File: config.mk
export PLATFORM = sky130hd
export DESIGN_NAME = tx_free_queue
export DESIGN_NICKNAME = d
export VERILOG_FILES = /design/src/rtl/txfq_pkg.sv /design/src/rtl/cell_tick_sync.sv /design/src/rtl/tx_free_queue.sv
export SDC_FILE = /design/constraint.sdc
export NUM_CORES = 1
export LEC_CHECK = 0
export BUFFER_PORTS_ARGS = -buffer_cell sky130_fd_sc_hd__buf_2
export CAP_MARGIN = 15
export CORE_MARGIN = 3
export CORE_UTILIZATION = 25
export CTS_CLUSTER_SIZE = 16
export DETAILED_ROUTE_END_ITERATION = 6
export PLACE_DENSITY = 0.5
export SLEW_MARGIN = 15
export SYNTH_ARGS = -nofsm -noshare
export SYNTH_HDL_FRONTEND = slang
export SYNTH_HIERARCHICAL = 1
export SYNTH_SLANG_ARGS = --single-unit
export TNS_END_PERCENT = 100
File: constraint.sdc
create_clock -name clk_sys -period 7.9 [get_ports clk_sys]
set_input_delay 1.185 -clock clk_sys [delete_from_list [all_inputs] [get_ports clk_sys]]
set_output_delay 1.185 -clock clk_sys [all_outputs]
set_load 0.02 [all_outputs]
File: src/rtl/txfq_pkg.sv
// package of constants for the transmit free queue and placement block
// assumes an apb register bus with 32-bit data and one word per register
//
// How it works
// - capacity is 2^(length+1)-1 entries of 16 bits, length up to 15
// - any write to the length register zeroes read and write pointers
// - finished buffer descriptor goes to 256*base+2*wptr, then wptr advances
// - auto read register read bumps rptr modulo capacity+1 while not empty
// - manual read register read never advances; host writes updated rptr back
// - manual register write ignores bits 31..16, updates only rptr
// - writing the auto read register loads the write pointer
// - cell counter increments once per transmit cell clock interval
// - cell counter goes out to the credit manager and is host readable
// - placement bit one selects host memory, zero selects local memory
// - placement register holds twelve separate structure bits
// - base holds 24 upper bits; byte address is base*256 plus offset
package txfq_pkg;
	// register indices; byte address is four times the index
	localparam logic [7:0] IDX_FREE_QUEUE_LENGTH = 8'hc5;
	localparam logic [7:0] IDX_FREE_QUEUE_AUTO_READ = 8'hc8;
	localparam logic [7:0] IDX_FREE_QUEUE_MANUAL_READ = 8'hcb;
	localparam logic [7:0] IDX_CELL_INTERVAL_COUNTER = 8'hcc;
	localparam logic [7:0] IDX_MEMORY_PLACEMENT_SELECT = 8'hcd;
	localparam logic [7:0] IDX_FREE_QUEUE_BASE = 8'hc2;
	localparam int ADDR_W = 10;
	localparam logic [9:0] ADDR_FREE_QUEUE_LENGTH = {IDX_FREE_QUEUE_LENGTH, 2'b00};
	localparam logic [9:0] ADDR_FREE_QUEUE_AUTO_READ = {IDX_FREE_QUEUE_AUTO_READ, 2'b00};
	localparam logic [9:0] ADDR_FREE_QUEUE_MANUAL_READ = {IDX_FREE_QUEUE_MANUAL_READ, 2'b00};
	localparam logic [9:0] ADDR_CELL_INTERVAL_COUNTER = {IDX_CELL_INTERVAL_COUNTER, 2'b00};
	localparam logic [9:0] ADDR_MEMORY_PLACEMENT_SELECT = {IDX_MEMORY_PLACEMENT_SELECT, 2'b00};
	localparam logic [9:0] ADDR_FREE_QUEUE_BASE = {IDX_FREE_QUEUE_BASE, 2'b00};
	// field layout
	localparam int PTR_W = 16;
	localparam int LEN_W = 4;
	localparam int BASE_W = 24;
	localparam int PLACE_W = 12;
	localparam int BYTE_ADDR_W = 32;
	localparam logic [3:0] LEN_MAX = 4'hf;
	// placement bit positions
	localparam int PLACE_RX_BUFFER = 0;
	localparam int PLACE_TX_BUFFER = 1;
	localparam int PLACE_RX_FREE_QUEUE = 2;
	localparam int PLACE_RX_MID_QUEUE = 3;
	localparam int PLACE_RX_READY_QUEUE = 4;
	localparam int PLACE_TX_WAITING_QUEUE = 5;
	localparam int PLACE_TX_READY_QUEUE = 6;
	localparam int PLACE_TX_FREE_QUEUE = 7;
	localparam int PLACE_TX_PDU_TABLE = 8;
	localparam int PLACE_TX_VPCI_TABLE = 9;
	localparam int PLACE_RX_VPCI_TABLE = 10;
	localparam int PLACE_RX_MID_TABLE = 11;
	// values after reset
	localparam logic [15:0] PTR_RESET = 16'h0000;
	localparam logic [31:0] COUNT_RESET = 32'h0000_0000;
	localparam logic [3:0] LEN_RESET = 4'h0;
	localparam logic [11:0] PLACE_RESET = 12'h000;
	localparam logic [23:0] BASE_RESET = 24'h00_0000;
	// byte address scale factors
	localparam int BASE_SHIFT = 8;
	localparam int ENTRY_SHIFT = 1;
	// descriptor store handshake states
	typedef enum logic [1:0] {
		ST_IDLE = 2'b01,
		ST_STORE = 2'b10
	} store_state_t;
endpackage

File: src/rtl/cell_tick_sync.sv
// three-stage synchroniser and edge detector for the transmit cell clock
// assumes the cell clock is far slower than clk_sys
`timescale 1ns/100ps
`default_nettype none
module cell_tick_sync (
	// clock and reset
	input wire logic clk_sys,
	input wire logic reset_n,
	// asynchronous cell clock in, one-cycle tick out
	input wire logic cell_clk,
	output logic cell_tick
);
	typedef struct packed {
		logic [2:0] stage;
		logic seen;
		logic tick;
	} sync_t;
	sync_t cur;
	sync_t nxt;

	always_comb begin
		nxt = cur;
		nxt.stage = {cur.stage[1:0], cell_clk};
		nxt.tick = 1'b0;
		// a change counts when the second and third stages agree
		if (cur.stage[1] == cur.stage[2]) begin
			if (cur.stage[2] && !cur.seen) begin
				nxt.tick = 1'b1;
			end
			nxt.seen = cur.stage[2];
		end
	end

	always_ff @(posedge clk_sys or negedge reset_n) begin
		if (!reset_n) begin
			cur <= '0;
		end else begin
			cur <= nxt;
		end
	end

	assign cell_tick = cur.tick;
endmodule
`default_nettype wire

File: src/rtl/tx_free_queue.sv
// transmit free queue control, cell interval counter and placement register
// assumes an apb master on clk_sys and a segmenter that hands over descriptors
`timescale 1ns/100ps
`default_nettype none
module tx_free_queue
	import txfq_pkg::*;
#(
	parameter int PLACE_BITS = txfq_pkg::PLACE_W
) (
	// clock and reset
	input wire logic clk_sys,
	input wire logic reset_n,
	// apb slave
	input wire logic psel,
	input wire logic penable,
	input wire logic pwrite,
	input wire logic [txfq_pkg::ADDR_W-1:0] paddr,
	input wire logic [31:0] pwdata,
	output logic [31:0] prdata,
	output logic pready,
	output logic pslverr,
	// segmenter descriptor handover
	input wire logic desc_valid,
	input wire logic [15:0] desc_data,
	output logic desc_ready,
	// memory write request for the descriptor
	output logic mem_wr_req,
	output logic [31:0] mem_wr_addr,
	output logic [15:0] mem_wr_data,
	output logic mem_wr_host,
	input wire logic mem_wr_ack,
	// cell clock and credit manager
	input wire logic cell_clk,
	output logic [31:0] cell_count,
	// placement selects
	output logic [PLACE_BITS-1:0] placement,
	// queue status
	output logic queue_nonempty
);
	import txfq_pkg::*;

	// -----------------------------------------------------------------
	// parameter check
	// -----------------------------------------------------------------
	if (PLACE_BITS != PLACE_W) begin : g_place_check
		$error("placement width must be twelve");
	end

	// -----------------------------------------------------------------
	// state
	// -----------------------------------------------------------------
	typedef struct packed {
		logic [3:0] length;
		logic [23:0] base;
		logic [15:0] rptr;
		logic [15:0] wptr;
		logic [31:0] count;
		logic [PLACE_BITS-1:0] place;
		logic [31:0] rdata;
		logic ready;
		logic slverr;
		store_state_t state;
		logic req;
		logic [31:0] addr;
		logic [15:0] data;
		logic dready;
		logic nonempty;
	} state_t;
	state_t cur;
	state_t nxt;

	// -----------------------------------------------------------------
	// cell clock synchroniser
	// -----------------------------------------------------------------
	logic cell_tick;

	cell_tick_sync u_sync (
		.clk_sys(clk_sys),
		.reset_n(reset_n),
		.cell_clk(cell_clk),
		.cell_tick(cell_tick)
	);

	// -----------------------------------------------------------------
	// pointer helpers
	// -----------------------------------------------------------------
	function automatic logic [15:0] ptr_mask(input logic [3:0] len);
		logic [16:0] m;
		m = (17'h00002 << len) - 17'h00001;
		return m[15:0];
	endfunction

	function automatic logic [15:0] ptr_inc(input logic [15:0] p, input logic [3:0] len);
		logic [15:0] s;
		s = p + 16'h0001;
		return s & ptr_mask(len);
	endfunction

	function automatic logic queue_has_entries(input state_t s);
		return s.rptr != s.wptr;
	endfunction

	// -----------------------------------------------------------------
	// queue entry address
	// -----------------------------------------------------------------
	function automatic logic [31:0] entry_addr(input logic [23:0] b, input logic [15:0] p);
		logic [31:0] base_part;
		logic [31:0] slot_part;
		base_part = {8'h00, b} << BASE_SHIFT;
		slot_part = {16'h0000, p} << ENTRY_SHIFT;
		return base_part + slot_part;
	endfunction

	// -----------------------------------------------------------------
	// register decode
	// -----------------------------------------------------------------
	function automatic logic addr_known(input logic [ADDR_W-1:0] a);
		logic hit;
		case (a)
			ADDR_FREE_QUEUE_LENGTH,
			ADDR_FREE_QUEUE_AUTO_READ,
			ADDR_FREE_QUEUE_MANUAL_READ,
			ADDR_CELL_INTERVAL_COUNTER,
			ADDR_MEMORY_PLACEMENT_SELECT,
			ADDR_FREE_QUEUE_BASE: begin
				hit = 1'b1;
			end
			default: begin
				hit = 1'b0;
			end
		endcase
		return hit;
	endfunction

	function automatic logic [31:0] read_word(input logic [ADDR_W-1:0] a, input state_t s);
		logic [31:0] w;
		w = 32'h0000_0000;
		case (a)
			ADDR_FREE_QUEUE_LENGTH: begin
				w = {28'h000_0000, s.length};
			end
			ADDR_FREE_QUEUE_AUTO_READ: begin
				w = {s.wptr, s.rptr};
			end
			ADDR_FREE_QUEUE_MANUAL_READ: begin
				w = {s.wptr, s.rptr};
			end
			ADDR_CELL_INTERVAL_COUNTER: begin
				w = s.count;
			end
			ADDR_MEMORY_PLACEMENT_SELECT: begin
				w = {{(32-PLACE_BITS){1'b0}}, s.place};
			end
			ADDR_FREE_QUEUE_BASE: begin
				w = {8'h00, s.base};
			end
			default: begin
				w = 32'h0000_0000;
			end
		endcase
		return w;
	endfunction

	// -----------------------------------------------------------------
	// descriptor store
	// -----------------------------------------------------------------
	function automatic state_t store_step(input state_t s, input logic valid,
		input logic [15:0] d, input logic ack);
		state_t n;
		n = s;
		n.dready = 1'b0;
		case (s.state)
			ST_IDLE: begin
				// a descriptor is taken only once the previous handover has ended
				if (valid && !s.dready) begin
					n.addr = entry_addr(s.base, s.wptr);
					n.data = d;
					n.req = 1'b1;
					n.state = ST_STORE;
				end
			end
			ST_STORE: begin
				if (ack) begin
					n.wptr = ptr_inc(s.wptr, s.length);
					n.req = 1'b0;
					n.dready = 1'b1;
					n.state = ST_IDLE;
				end
			end
			default: begin
				n.req = 1'b0;
				n.state = ST_IDLE;
			end
		endcase
		return n;
	endfunction

	// -----------------------------------------------------------------
	// register writes
	// -----------------------------------------------------------------
	function automatic state_t apb_write(input state_t s, input logic [ADDR_W-1:0] a,
		input logic [31:0] d);
		state_t n;
		n = s;
		case (a)
			ADDR_FREE_QUEUE_LENGTH: begin
				n.length = d[3:0];
				n.rptr = PTR_RESET;
				n.wptr = PTR_RESET;
			end
			ADDR_FREE_QUEUE_AUTO_READ: begin
				n.wptr = d[15:0] & ptr_mask(s.length);
			end
			ADDR_FREE_QUEUE_MANUAL_READ: begin
				// upper half carries no meaning on a write
				n.rptr = d[15:0] & ptr_mask(s.length);
			end
			ADDR_MEMORY_PLACEMENT_SELECT: begin
				n.place = d[PLACE_BITS-1:0];
			end
			ADDR_FREE_QUEUE_BASE: begin
				n.base = d[23:0];
			end
			default: begin
				// counter and unmapped words take no write
				n.length = s.length;
			end
		endcase
		return n;
	endfunction

	// -----------------------------------------------------------------
	// register read side effects
	// -----------------------------------------------------------------
	function automatic state_t apb_read(input state_t s, input logic [ADDR_W-1:0] a);
		state_t n;
		n = s;
		// only the auto register moves the read pointer, never past the writer
		if (a == ADDR_FREE_QUEUE_AUTO_READ && s.rptr != s.wptr) begin
			n.rptr = ptr_inc(s.rptr, s.length);
		end
		return n;
	endfunction

	// -----------------------------------------------------------------
	// next state
	// -----------------------------------------------------------------
	logic setup_done;
	logic finish;

	always_comb begin
		setup_done = psel && penable && !cur.ready;
		finish = psel && penable && cur.ready;
		nxt = store_step(cur, desc_valid, desc_data, mem_wr_ack);
		nxt.ready = 1'b0;
		nxt.slverr = 1'b0;
		if (cell_tick) begin
			nxt.count = cur.count + 32'h0000_0001;
		end
		// answer one cycle after the access phase opens
		if (setup_done) begin
			nxt.ready = 1'b1;
			nxt.slverr = !addr_known(paddr);
			if (pwrite) begin
				nxt.rdata = 32'h0000_0000;
			end else begin
				nxt.rdata = read_word(paddr, cur);
			end
		end
		// effects land at the edge that samples pready high; a pointer write beats a store
		if (finish && addr_known(paddr)) begin
			if (pwrite) begin
				nxt = apb_write(nxt, paddr, pwdata);
			end else begin
				nxt = apb_read(nxt, paddr);
			end
		end
		nxt.nonempty = queue_has_entries(nxt);
	end

	// -----------------------------------------------------------------
	// state register
	// -----------------------------------------------------------------
	always_ff @(posedge clk_sys or negedge reset_n) begin
		if (!reset_n) begin
			cur.length <= LEN_RESET;
			cur.base <= BASE_RESET;
			cur.rptr <= PTR_RESET;
			cur.wptr <= PTR_RESET;
			cur.count <= COUNT_RESET;
			cur.place <= PLACE_RESET;
			cur.rdata <= 32'h0000_0000;
			cur.ready <= 1'b0;
			cur.slverr <= 1'b0;
			cur.state <= ST_IDLE;
			cur.req <= 1'b0;
			cur.addr <= 32'h0000_0000;
			cur.data <= 16'h0000;
			cur.dready <= 1'b0;
			cur.nonempty <= 1'b0;
		end else begin
			cur <= nxt;
		end
	end

	// -----------------------------------------------------------------
	// outputs
	// -----------------------------------------------------------------
	assign prdata = cur.rdata;
	assign pready = cur.ready;
	assign pslverr = cur.slverr;
	assign desc_ready = cur.dready;
	assign mem_wr_req = cur.req;
	assign mem_wr_addr = cur.addr;
	assign mem_wr_data = cur.data;
	assign mem_wr_host = cur.place[PLACE_TX_FREE_QUEUE];
	assign cell_count = cur.count;
	assign queue_nonempty = cur.nonempty;
	for (genvar i = 0; i < PLACE_BITS; i++) begin : g_place
		assign placement[i] = cur.place[i];
	end
endmodule
`default_nettype wire

# Word-level counts from Yosys, hierarchy flattened

Cells that the tools add are included.

Shifts and indexed selects: 1
Mux-type cells: 22
Bitwise gates (word level): 3
$add $sub $neg: 5
Reductions and logical operators: 16
Equal/unequal tests: 11

Operators by type and width:

| cell                  | number |
|---|---|
| $mux 163              | 2 |
| $pmux 32 s5           | 1 |
| $mux 32               | 2 |
| $pmux 16 s2           | 2 |
| $eq 10x10->1 const B  | 6 |
| $mux 51               | 1 |
| $and 16x16->16        | 3 |
| $mux 16               | 3 |
| $mux 48               | 1 |
| $mux 34               | 1 |
| $add 16x1->16 const B | 2 |
| $add 32x1->32 const B | 1 |
| $add 32x17->32        | 1 |
| $ne 16x16->1          | 2 |
| $shl 2x4->16 const A  | 1 |
| $sub 16x1->16 const B | 1 |
| $mux 12               | 1 |
| $reduce_and 3->1      | 3 |
| $logic_and 1x1->1     | 7 |
| $mux 1                | 6 |
| $pmux 3 s2            | 1 |
| $reduce_or 6->1       | 1 |
| $logic_not 1->1       | 4 |
| $mux 3                | 1 |
| other kinds (4)       | 4 |

Register bits after elaboration: 196

# Depth between registers and ports, before layout

Gate-level depths: netlist (run 1).

Word-level depth: 11
Mapped depth: 18
Mapped depth without buffers: 14

# Cells and area by module

Netlist (run 1), hierarchy kept.

Modules (own cells, without submodules):

| module         | times used | area an instance (µm²) | cells an instance |
|---|---|---|---|
| tx_free_queue  | 1          | 12456.9                | 1431 |
| cell_tick_sync | 1          | 146.4                  | 7 |

# Least setup slack after synthesis (run 1)

OpenSTA, ideal clock, no wires.

Kind: in2reg
Start point: in paddr[1] (netlist name)
End point: reg cur (netlist bit queue_nonempty)
Stages: 12
Arrival time: 4.496 ns
Required time: 7.769 ns
Path buffers: 1
Path slack: 3.273 ns
Path through: or4_1 > buf_2 > nor4_4 > nor2_2 > a211o_1 > a32o_1 > a211oi_1 > o2111ai_1 > or3b_1 > a2111oi_0 > o2111ai_1 > or3_1

RTL lines:

| item                   | RTL line             | text |
|---|---|---|
| start: declaration     | tx_free_queue.sv:17  | `input wire logic [txfq_pkg::ADDR_W-1:0] paddr,` |
| end signal: assignment | tx_free_queue.sv:302 | `cur <= nxt;` |
| end: declaration       | tx_free_queue.sv:69  | `state_t cur;` |

==> flow_metrics.py, run 1 <==
metrics = {
    "layout": {
        "nFillCells": 5354,
        "final_cell_mix": "233 x nand2_1, 193 x dfrtp_1, 185 x buf_2, 106 x o21ai_0, 73 x nor2_1",
        "drive_gt1_frac": 0.215,
        "fin_area_mm2": 0.0139,
        "syn2layout_area_growth_pct": 10.4,
        "nets": 1542,
        "antennaDiodeCount": 0,
        "layout_commonest_cell": "nand2_1",
    },
    "global_routing": {
        "grt_max_degree": 82,
        "grt_pass1_wl_mm": 76.3,
        "grtUsageTotal": 0.194,
        "grt_pass1_vias": 11100,
        "grt_antenna_before_repair": 1,
        "gr-total-overflow": 0,
    },
    "job": {
        "drv_cap": 0,
    },
    "die": {
        "die_w_um": 231,
        "core_area_mm2": 0.0494,
        "initial_core_util": 0.255,
        "die_h_um": 231,
        "fp.dieArea_mm2": 0.0531,
        "io_pins": 196,
        "fp-row-count": 81,
    },
    "yosys": {
        "syn-num-nets": 1518,
        "ys_ff_latch": 194,
        "synth_top_cell_area_share": 0.383,
        "yosys_warnings": 6,
        "yosys-top-cells-area": "dfrtp_1 38%, buf_4 7.5%, nand2_1 6.9%, o21ai_0 4.2%, mux2_2 3.3%",
        "seq_area_frac_synth": 0.385,
        "synth_flop_cell": "dfrtp_1",
        "avgSynthCellArea_um2": 8.76,
        "async_flop_share": 1.00,
        "syn_inst": 1438,
        "synth_edf_count": 0,
        "ys_types": 95,
        "synth_top_area_cell": "dfrtp_1",
        "syn-cell-area_mm2": 0.0126,
    },
    "timing": {
        "rsz0062_at_grt": "false",
        "fmax_mhz": 172,
        "finalCriticalPeriod_ps": 5800,
        "drv_slew": 0,
        "finalHoldViolCount": 0,
        "setup-violations-final": 0,
        "fin_worst_skew_ps": 20.1,
        "worst_slew_pin_slew_ps": 1000,
        "tns_ps": 0,
        "fin_crit_sh": 0.734,
        "slew-limit-headroom": 0.328,
    },
    "clocking": {
        "cts.reportedPaths.clkPinSlew_ps": 80,
        "root_buffer": "clkbuf_16",
        "h-tree-depth": 4,
        "insertion_delay_ps": 490,
        "cts-resized-gates": 0,
        "post_cts_buffers": 0,
        "cts_buffer_depth": 2,
        "cts_made_buffers": 17,
        "cts_hold_buf": 0,
        "tritoncts": "done",
        "cts.sinks": 194,
    },
    "setup_path": {
        "path_cells": "nand3_1 > nor4_1 > mux2_2 > a31o_2 > a2111oi_2 > buf_4 > and2_1 > a21oi_2 > a21boi_0 > o41ai_1 > or4_1 > or3_1",
        "crit_fanout": 12,
        "cp_data_required_time_ps": 8260,
        "cp-start-kind": "flop",
        "path_class": "reg2reg",
        "crit_path_end_kind": "flop",
        "arrival_ps": 6160,
        "cpPeakStageDelay_ps": 830,
        "worst_path_max_delay_cell": "nor4_1",
    },
    "power_and_ir_drop": {
        "switching_share": 0.349,
        "p_leak_uw": 0.00621,
        "p_sw_uw": 931,
        "p_per_area_mw_per_mm2": 192,
        "ir_drop_mv": 0.171,
        "p_total_uw": 2670,
        "p_clk_frac": 0.339,
        "intPower_uw": 1740,
        "pwr-share-seq": 0.446,
        "p_comb_frac": 0.216,
    },
    "placement": {
        "place.port_buffers": 186,
        "place_hpwl_mm": 39.3,
        "postPlaceCellArea_mm2": 0.0133,
        "place.gp.congestion": 0.934,
    },
    "routing": {
        "postRouteAntennaNets": 0,
        "firstDrtPassIters": 6,
        "wl_per_cell_um": 24.4,
        "drt_iter0_drc": 1021,
        "vias_per_cell": 5.28,
        "vias": 11300,
        "wl_mm": 52.1,
        "drc": 0,
    },
    "run_status": {
        "outcome": "finished, final reports clean",
    },
    "hold_path": {
        "min_path_type": "reg2reg",
    },
}
[routing by layer]
| layer | vias to the layer above | part of all wire | GRT usage |
|---|---|---|---|
| met3 | 69 | 0.070 | 0.0475 |
| met4 | 2 | 0.031 | 0.0735 |
| li1 | 5101 | - | - |
| met5 | - | 0.00033 | 0 |
| met2 | 424 | 0.46 | 0.305 |
| met1 | 5687 | 0.44 | 0.257 |
[layout make-up]
| class | instances | area [um2] | share of cell area |
|---|---|---|---|
| tap | 664 | 831 | 0.0597 |
| sequential | 194 | 4860 | 0.349 |
| timing repair buffer | 213 | 1150 | 0.0824 |
| clock buffer | 20 | 447 | 0.0321 |
| clock inverter | 11 | 129 | 0.00926 |
| multi-input combinational | 995 | 6350 | 0.457 |
| inverter | 41 | 154 | 0.0111 |
[sequential cells by signal, indices dropped and copies added (netlist names)]
signal	flops
cur	61
prdata	32
mem_wr_addr	31
queue_nonempty	1
cell_count	32
mem_wr_data	16
desc_ready	1
placement	12
mem_wr_req	1
u_sync/cur	4
pready	1
u_sync/cell_tick	1
pslverr	1
[stage by stage]
step | hold WS, ps | setup slack (ps) | cells | utilization
2_1_floorplan | 331 | 3270 | 1438 | -
3_3_place_gp | 342 | 2070 | 2106 | 0.270
3_5_place_dp | 339 | 2090 | 2106 | 0.270
4_1_cts | 357 | 2170 | 2137 | 0.282
5_1_grt | 381 | 1910 | 2138 | 0.282
6_report | 352 | 2100 | 2138 | 0.282
[worst max-delay path, delay by kind of cell, from the launching register on]
kind                   cells  cell delay (ps)
AND/OR/NAND/NOR            5             2840
AO/OA/AOI/OAI              5             1450
flip-flops                 1              720
multiplexers               1              410
buffers and inverters      1              230
[logic make-up after synthesis]
| kind of cell | count (synthesis) | share of synthesized area |
|---|---|---|
| simple gates | 526 | 0.209 |
| buf+inv | 249 | 0.114 |
| flops | 194 | 0.385 |
| fa+ha+maj | 15 | 0.0154 |
| compound gates | 336 | 0.186 |
| xor+xnor | 64 | 0.0445 |
| mux | 53 | 0.0458 |
| other cells | 1 | 0.000298 |
[Yosys cell counts, drive strengths merged, types with 10 or more instances]
library cell  number
nand2            235
dfrtp            193
buf              143
o21ai            113
nor2              74
clkbuf            65
xnor2             44
nand3             41
a21oi             40
inv               40
mux2              37
nand4             24
nor3              24
nor4              21
xor2              20
and3              19
a222oi            17
mux2i             16
or3               16
a22oi             14
or4               14
a31oi             13
ha                13
a21boi            12
a221oi            11
nor2b             10
[power groups by stage]
| stage | Combinational, uW | Clock (uW) | Sequential [uW] |
|---|---|---|---|
| after detailed placement | 574 | 0 | 1210 |
| after CTS | 575 | 938 | 1190 |
| after global routing | 625 | 967 | 1200 |
| after global placement | 573 | 0 | 1210 |
| after floorplan | 451 | 0 | 1170 |
| final | 575 | 904 | 1190 |
[worst paths after layout]
check | start | to | slack (ps) | cells after the start
worst max-delay path | cur[132] | queue_nonempty | 2100 | 12
worst min-delay path | u_sync/cur[2] | u_sync/cur[3] | 350 | 0
worst max register to register | cur[132] | queue_nonempty | 2100 | 12
worst min register to register | u_sync/cur[2] | u_sync/cur[3] | 350 | 0
max in group asynchronous | reset_n | prdata[7] | 5830 | 2
min in group asynchronous | reset_n | mem_wr_data[0] | 730 | 1
(Power assumes the default switching activity.)
==> inputs of run 2 (changes only) <==
clock period = 5.9 ns   (was 7.9 ns; I/O delays follow)
==> run 2 against run 1 <==
Compared with the run above:
- sequential power increased by 32%
- clock power is 43% higher
- core utilization increased by 0.71 points
- critical path depth is 1 higher
- clock skew is 2.4 ps higher
- fmax rose by 14%
- sequential share of layout area shrank 0.85 points
- power up 37%
- largest power group unchanged
- highest routed layer unchanged
==> flow_metrics.py, run 2 (synthesized netlist as in run 1, its figures left out) <==
metrics = {
    "timing": {
        "setup-violations-final": 0,
        "finalCriticalPeriod_ps": 5070,
        "rsz0062_at_grt": "false",
        "tns_ps": 0,
        "fin_worst_skew_ps": 22.5,
        "fmax_mhz": 197,
        "finalHoldViolCount": 0,
        "slew-limit-headroom": 0.311,
        "fin_crit_sh": 0.860,
        "drv_slew": 0,
        "worst_slew_pin_slew_ps": 1020,
        "worst_slack_ps": 828,
    },
    "die": {
        "fp-row-count": 81,
        "die_h_um": 231,
        "initial_core_util": 0.255,
        "fp.dieArea_mm2": 0.0531,
        "die_w_um": 231,
        "core_area_mm2": 0.0494,
        "io_pins": 196,
    },
    "power_and_ir_drop": {
        "p_comb_frac": 0.219,
        "p_clk_frac": 0.353,
        "intPower_uw": 2330,
        "pwr-share-seq": 0.429,
        "p_sw_uw": 1330,
        "p_leak_uw": 0.00643,
        "p_per_area_mw_per_mm2": 257,
        "ir_drop_mv": 0.219,
        "switching_share": 0.363,
    },
    "setup_path": {
        "crit_path_end_kind": "flop",
        "worst_path_dominant_cell_family": "simple AND/OR/NAND/NOR gates",
        "reg2reg_slack_ps": 830,
        "path_class": "reg2reg",
        "rr_worst_depth": 13,
        "arrival_ps": 5450,
        "cp.depth": 13,
        "regToRegStartpoint": "cur[188]",
        "path_buf_inv": 0,
        "path_cells": "or4_4 > ha_1 > or3_1 > a21oi_1 > nor3_1 > or4_1 > nand3b_1 > a41oi_1 > a211oi_1 > or3b_1 > a2111oi_0 > o2111ai_1 > or3_1",
        "crit_fanout": 9,
        "cpPeakStageDelay_ps": 610,
        "cp_data_required_time_ps": 6270,
        "cpMostUsedCell": "or3_1",
        "cp-start-kind": "flop",
        "r2r_end": "queue_nonempty",
        "worst_path_max_delay_cell": "or4_4",
    },
    "global_routing": {
        "gr-total-overflow": 0,
        "grt_antenna_before_repair": 2,
        "grt_pass1_wl_mm": 78.6,
        "grt_max_degree": 132,
        "grtUsageTotal": 0.200,
        "grt_pass1_vias": 11200,
    },
    "hold_path": {
        "holdPathEnd": "u_sync/cur[3]",
        "holdPathStages": 0,
        "hold_start": "u_sync/cur[2]",
        "min_path_type": "reg2reg",
    },
    "clocking": {
        "cts_made_buffers": 17,
        "post_cts_buffers": 0,
        "cts.sinks": 194,
        "cts_buffer_depth": 2,
        "h-tree-depth": 4,
        "cts.reportedPaths.clkPinSlew_ps": 100,
        "cts_hold_buf": 0,
        "tritoncts": "done",
        "cts-resized-gates": 0,
        "insertion_delay_ps": 490,
        "root_buffer": "clkbuf_16",
    },
    "layout": {
        "top_register": "cur",
        "layout_commonest_cell": "nand2_1",
        "nFillCells": 5309,
        "syn2layout_area_growth_pct": 13.2,
        "largest_reg_flops": 61,
        "fin_area_mm2": 0.0143,
        "final_cell_mix": "233 x nand2_1, 193 x dfrtp_1, 185 x buf_2, 106 x o21ai_0, 73 x nor2_1",
        "drive_gt1_frac": 0.237,
        "nets": 1579,
    },
    "routing": {
        "vias_per_cell": 5.34,
        "drt_iter0_drc": 1167,
        "firstDrtPassIters": 7,
        "postRouteAntennaNets": 0,
        "wl_per_cell_um": 24.8,
        "wl_mm": 53.9,
        "drc": 0,
        "vias": 11600,
    },
    "placement": {
        "postPlaceCellArea_mm2": 0.0136,
        "place_ws_ps": 594,
        "place.gp.congestion": 1.05,
        "place.port_buffers": 186,
        "place_hpwl_mm": 41.2,
    },
    "job": {
        "drv_cap": 0,
    },
    "run_status": {
        "outcome": "finished, final reports clean",
    },
}
==> run 2: how the worst max path moves through the flow <==
stage               startpoint             end
finish                cur[188]  queue_nonempty
global route          cur[188]  queue_nonempty
CTS                   cur[188]  queue_nonempty
detailed placement    paddr[1]  queue_nonempty
global placement      paddr[1]  queue_nonempty
floorplan             cur[188]  queue_nonempty
==> run 2: metrics by stage <==
| step | hold slack, ps | power [uW] | cells | utilization |
|---|---|---|---|---|
| 3_5_place_dp | 342 | 2400 | 2143 | 0.276 |
| 4_1_cts | 360 | 3710 | 2175 | 0.289 |
| 3_3_place_gp | 336 | 2390 | 2143 | 0.276 |
| 2_1_floorplan | 331 | 2170 | 1438 | - |
| 5_1_grt | 374 | 3840 | 2176 | 0.289 |
| 6_report | 356 | 3660 | 2177 | 0.289 |
==> run 2: layer usage <==
metal,GRT usage,part of all wire,vias up
met5,0,0.00024,-
met4,0.0698,0.034,2
met3,0.0531,0.077,87
met2,0.305,0.44,531
met1,0.272,0.45,5825
li1,-,-,5178
==> run 2: worst register-to-register path: stages, from the launching register on <==
cell and delay (ps):
dfrtp_1 550, or4_4 620, ha_1 320, or3_1 390, a21oi_1 290, nor3_1 80, or4_1 570, nand3b_1 270
a41oi_1 210, a211oi_1 330, or3b_1 410, a2111oi_0 350, o2111ai_1 190, or3_1 380
==> run 2: final cells by class <==
type / count / area [um2] / share of cell area
Tap cell: 664 / 831 / 0.0582
Clock buffer: 18 / 439 / 0.0308
Sequential cell: 194 / 4860 / 0.340
Multi-Input combinational cell: 995 / 6360 / 0.446
Clock inverter: 14 / 184 / 0.0129
Timing Repair Buffer: 250 / 1440 / 0.101
Antenna cell: 1 / 2.50 / 0.000175
Inverter: 41 / 154 / 0.0108
==> run 2: power by group through the flow <==
stage          combinational, uW  sequential [uW]  clock (uW)
2_1_floorplan                604             1560           0
3_3_place_gp                 794             1600           0
3_5_place_dp                 796             1600           0
4_1_cts                      799             1580        1330
5_1_grt                      873             1590        1380
6_report                     800             1570        1290
==> inputs of run 3 (changes only) <==
==> constraint.sdc (replaced) <==
create_clock -name clk_sys -period 5.9 [get_ports clk_sys]
set_input_delay 0.59 -clock clk_sys [delete_from_list [all_inputs] [get_ports clk_sys]]
set_output_delay 0.59 -clock clk_sys [all_outputs]
set_load 0.02 [all_outputs]
==> run 3 against run 2 <==
Compared with the run above:
- register-to-register slack hardly changed
- final cell count is 0.64% lower
- via count is 1.2% lower
- power is 2.0% lower
- first-iteration DRC count is 11% lower
- worst hold slack worse by 270 ps
- sequential power hardly changed
- clock power is 7% lower
- fmax is 0.16% lower
- largest cell class unchanged
==> flow_metrics.py, run 3 (synthesized netlist as in run 1, its figures left out) <==
metrics = {
    "clocking": {
        "root_buffer": "clkbuf_16",
        "cts_made_buffers": 17,
        "h-tree-depth": 4,
        "cts_buffer_depth": 2,
        "tritoncts": "done",
        "cts_hold_buf": 0,
        "cts-resized-gates": 0,
        "cts.sinks": 194,
        "insertion_delay_ps": 500,
        "cts.reportedPaths.clkPinSlew_ps": 80,
        "post_cts_buffers": 0,
    },
    "routing": {
        "postRouteAntennaNets": 0,
        "vias": 11500,
        "wl_mm": 52.3,
        "drt_iter0_drc": 1033,
        "wl_per_cell_um": 24.2,
        "firstDrtPassIters": 5,
        "vias_per_cell": 5.31,
        "drc": 0,
    },
    "global_routing": {
        "grt_pass1_vias": 11100,
        "grt_pass1_wl_mm": 76.7,
        "grt_most_used_layer": "met2",
        "global_route.usage.met2": 0.308,
        "grt_antenna_before_repair": 0,
        "grt_util_met1": 0.267,
        "grt_max_degree": 74,
        "grt_use_met3": 0.0380,
        "gr-total-overflow": 0,
        "grtUsageTotal": 0.194,
    },
    "power_and_ir_drop": {
        "p_leak_uw": 0.00633,
        "ir_drop_mv": 0.246,
        "p_per_area_mw_per_mm2": 255,
    },
    "timing": {
        "timing.hold.ws_ps": 88.2,
        "slew-limit-headroom": 0.340,
        "finalCriticalPeriod_ps": 5080,
        "fmax_mhz": 197,
        "finalHoldViolCount": 0,
        "fin_crit_sh": 0.861,
        "worst_slew_pin_slew_ps": 988,
        "tns_ps": 0,
        "drv_slew": 0,
        "setup-violations-final": 0,
        "fin_worst_skew_ps": 18.2,
        "worst_slack_ps": 820,
        "rsz0062_at_grt": "false",
    },
    "setup_path": {
        "arrival_ps": 5440,
        "cp_data_required_time_ps": 6260,
        "crit_fanout": 9,
        "cp-start-kind": "flop",
        "path_class": "reg2reg",
        "crit_path_end_kind": "flop",
    },
    "die": {
        "core_area_mm2": 0.0494,
        "fp.dieArea_mm2": 0.0531,
        "fp-row-count": 81,
        "die_h_um": 231,
        "die_w_um": 231,
        "io_pins": 196,
        "initial_core_util": 0.255,
    },
    "layout": {
        "antennaDiodeCount": 0,
        "nFillCells": 5338,
        "syn2layout_area_growth_pct": 11.9,
        "top_register": "cur",
        "nets": 1566,
        "post-route-util": 0.286,
        "drive_gt1_frac": 0.229,
        "final_cell_mix": "233 x nand2_1, 193 x dfrtp_1, 185 x buf_2, 106 x o21ai_0, 73 x nor2_1",
        "largest_reg_flops": 61,
        "layout_commonest_cell": "nand2_1",
    },
    "placement": {
        "place_ws_ps": 924,
        "place.port_buffers": 186,
        "place_hpwl_mm": 40.2,
        "place.gp.congestion": 0.933,
    },
    "run_status": {
        "outcome": "finished, final reports clean",
    },
    "job": {
        "drv_cap": 0,
    },
    "hold_path": {
        "min_path_type": "in2async",
    },
}
## run 3: layout make-up
class	instances	area, um2	share of cell area
clock inverters	13	140	0.00994
well taps	664	831	0.0589
multi-input cells	995	6350	0.451
inverters	41	154	0.0109
repair buffers	237	1320	0.0938
clock buffers	19	443	0.0314
flip-flops and latches	194	4860	0.344
## run 3: per-layer routing
| metal | part of all wire | routed length [um] |
|---|---|---|
| met1 | 0.45 | 23300 |
| met2 | 0.46 | 24200 |
| met3 | 0.065 | 3410 |
| met4 | 0.025 | 1300 |
| met5 | 0 | 0 |
## run 3: through the flow
stage	instance area, um2	std cells	total power (uW)
floorplan	12600	1438	2170
global placement	13500	2131	2410
detailed placement	13500	2131	2420
CTS	14100	2163	3630
global route	14100	2163	3760
finish	14100	2163	3590
## run 3: critical path, cell delays in order (launching register included)
cell and delay, ps:
dfrtp_1 470, or4_4 620, ha_1 380, nand4bb_1 300, a21oi_1 340, nor2_1 180, a222oi_1 440, o221ai_1 240
nor4_4 380, buf_4 250, a21oi_1 90, o21a_1 220, a32o_1 210, or4_1 460, or3_1 340
## run 3: final timing paths
kind	start	to	slack (ps)	cells past startpoint
min in group clk_sys	cell_clk	u_sync/cur[2]	190	1
worst max-delay path	cur[190]	queue_nonempty	820	14
worst max register to register	cur[190]	queue_nonempty	820	14
worst min-delay path	reset_n	mem_wr_data[0]	90	1
max in group asynchronous	reset_n	cell_count[25]	4410	2
worst min register to register	u_sync/cur[2]	u_sync/cur[3]	360	0
## run 3: power by group
part	switching, uW	internal (uW)	total [uW]
Sequential	129	1450	1580
Clock	631	574	1200
Combinational	551	252	803
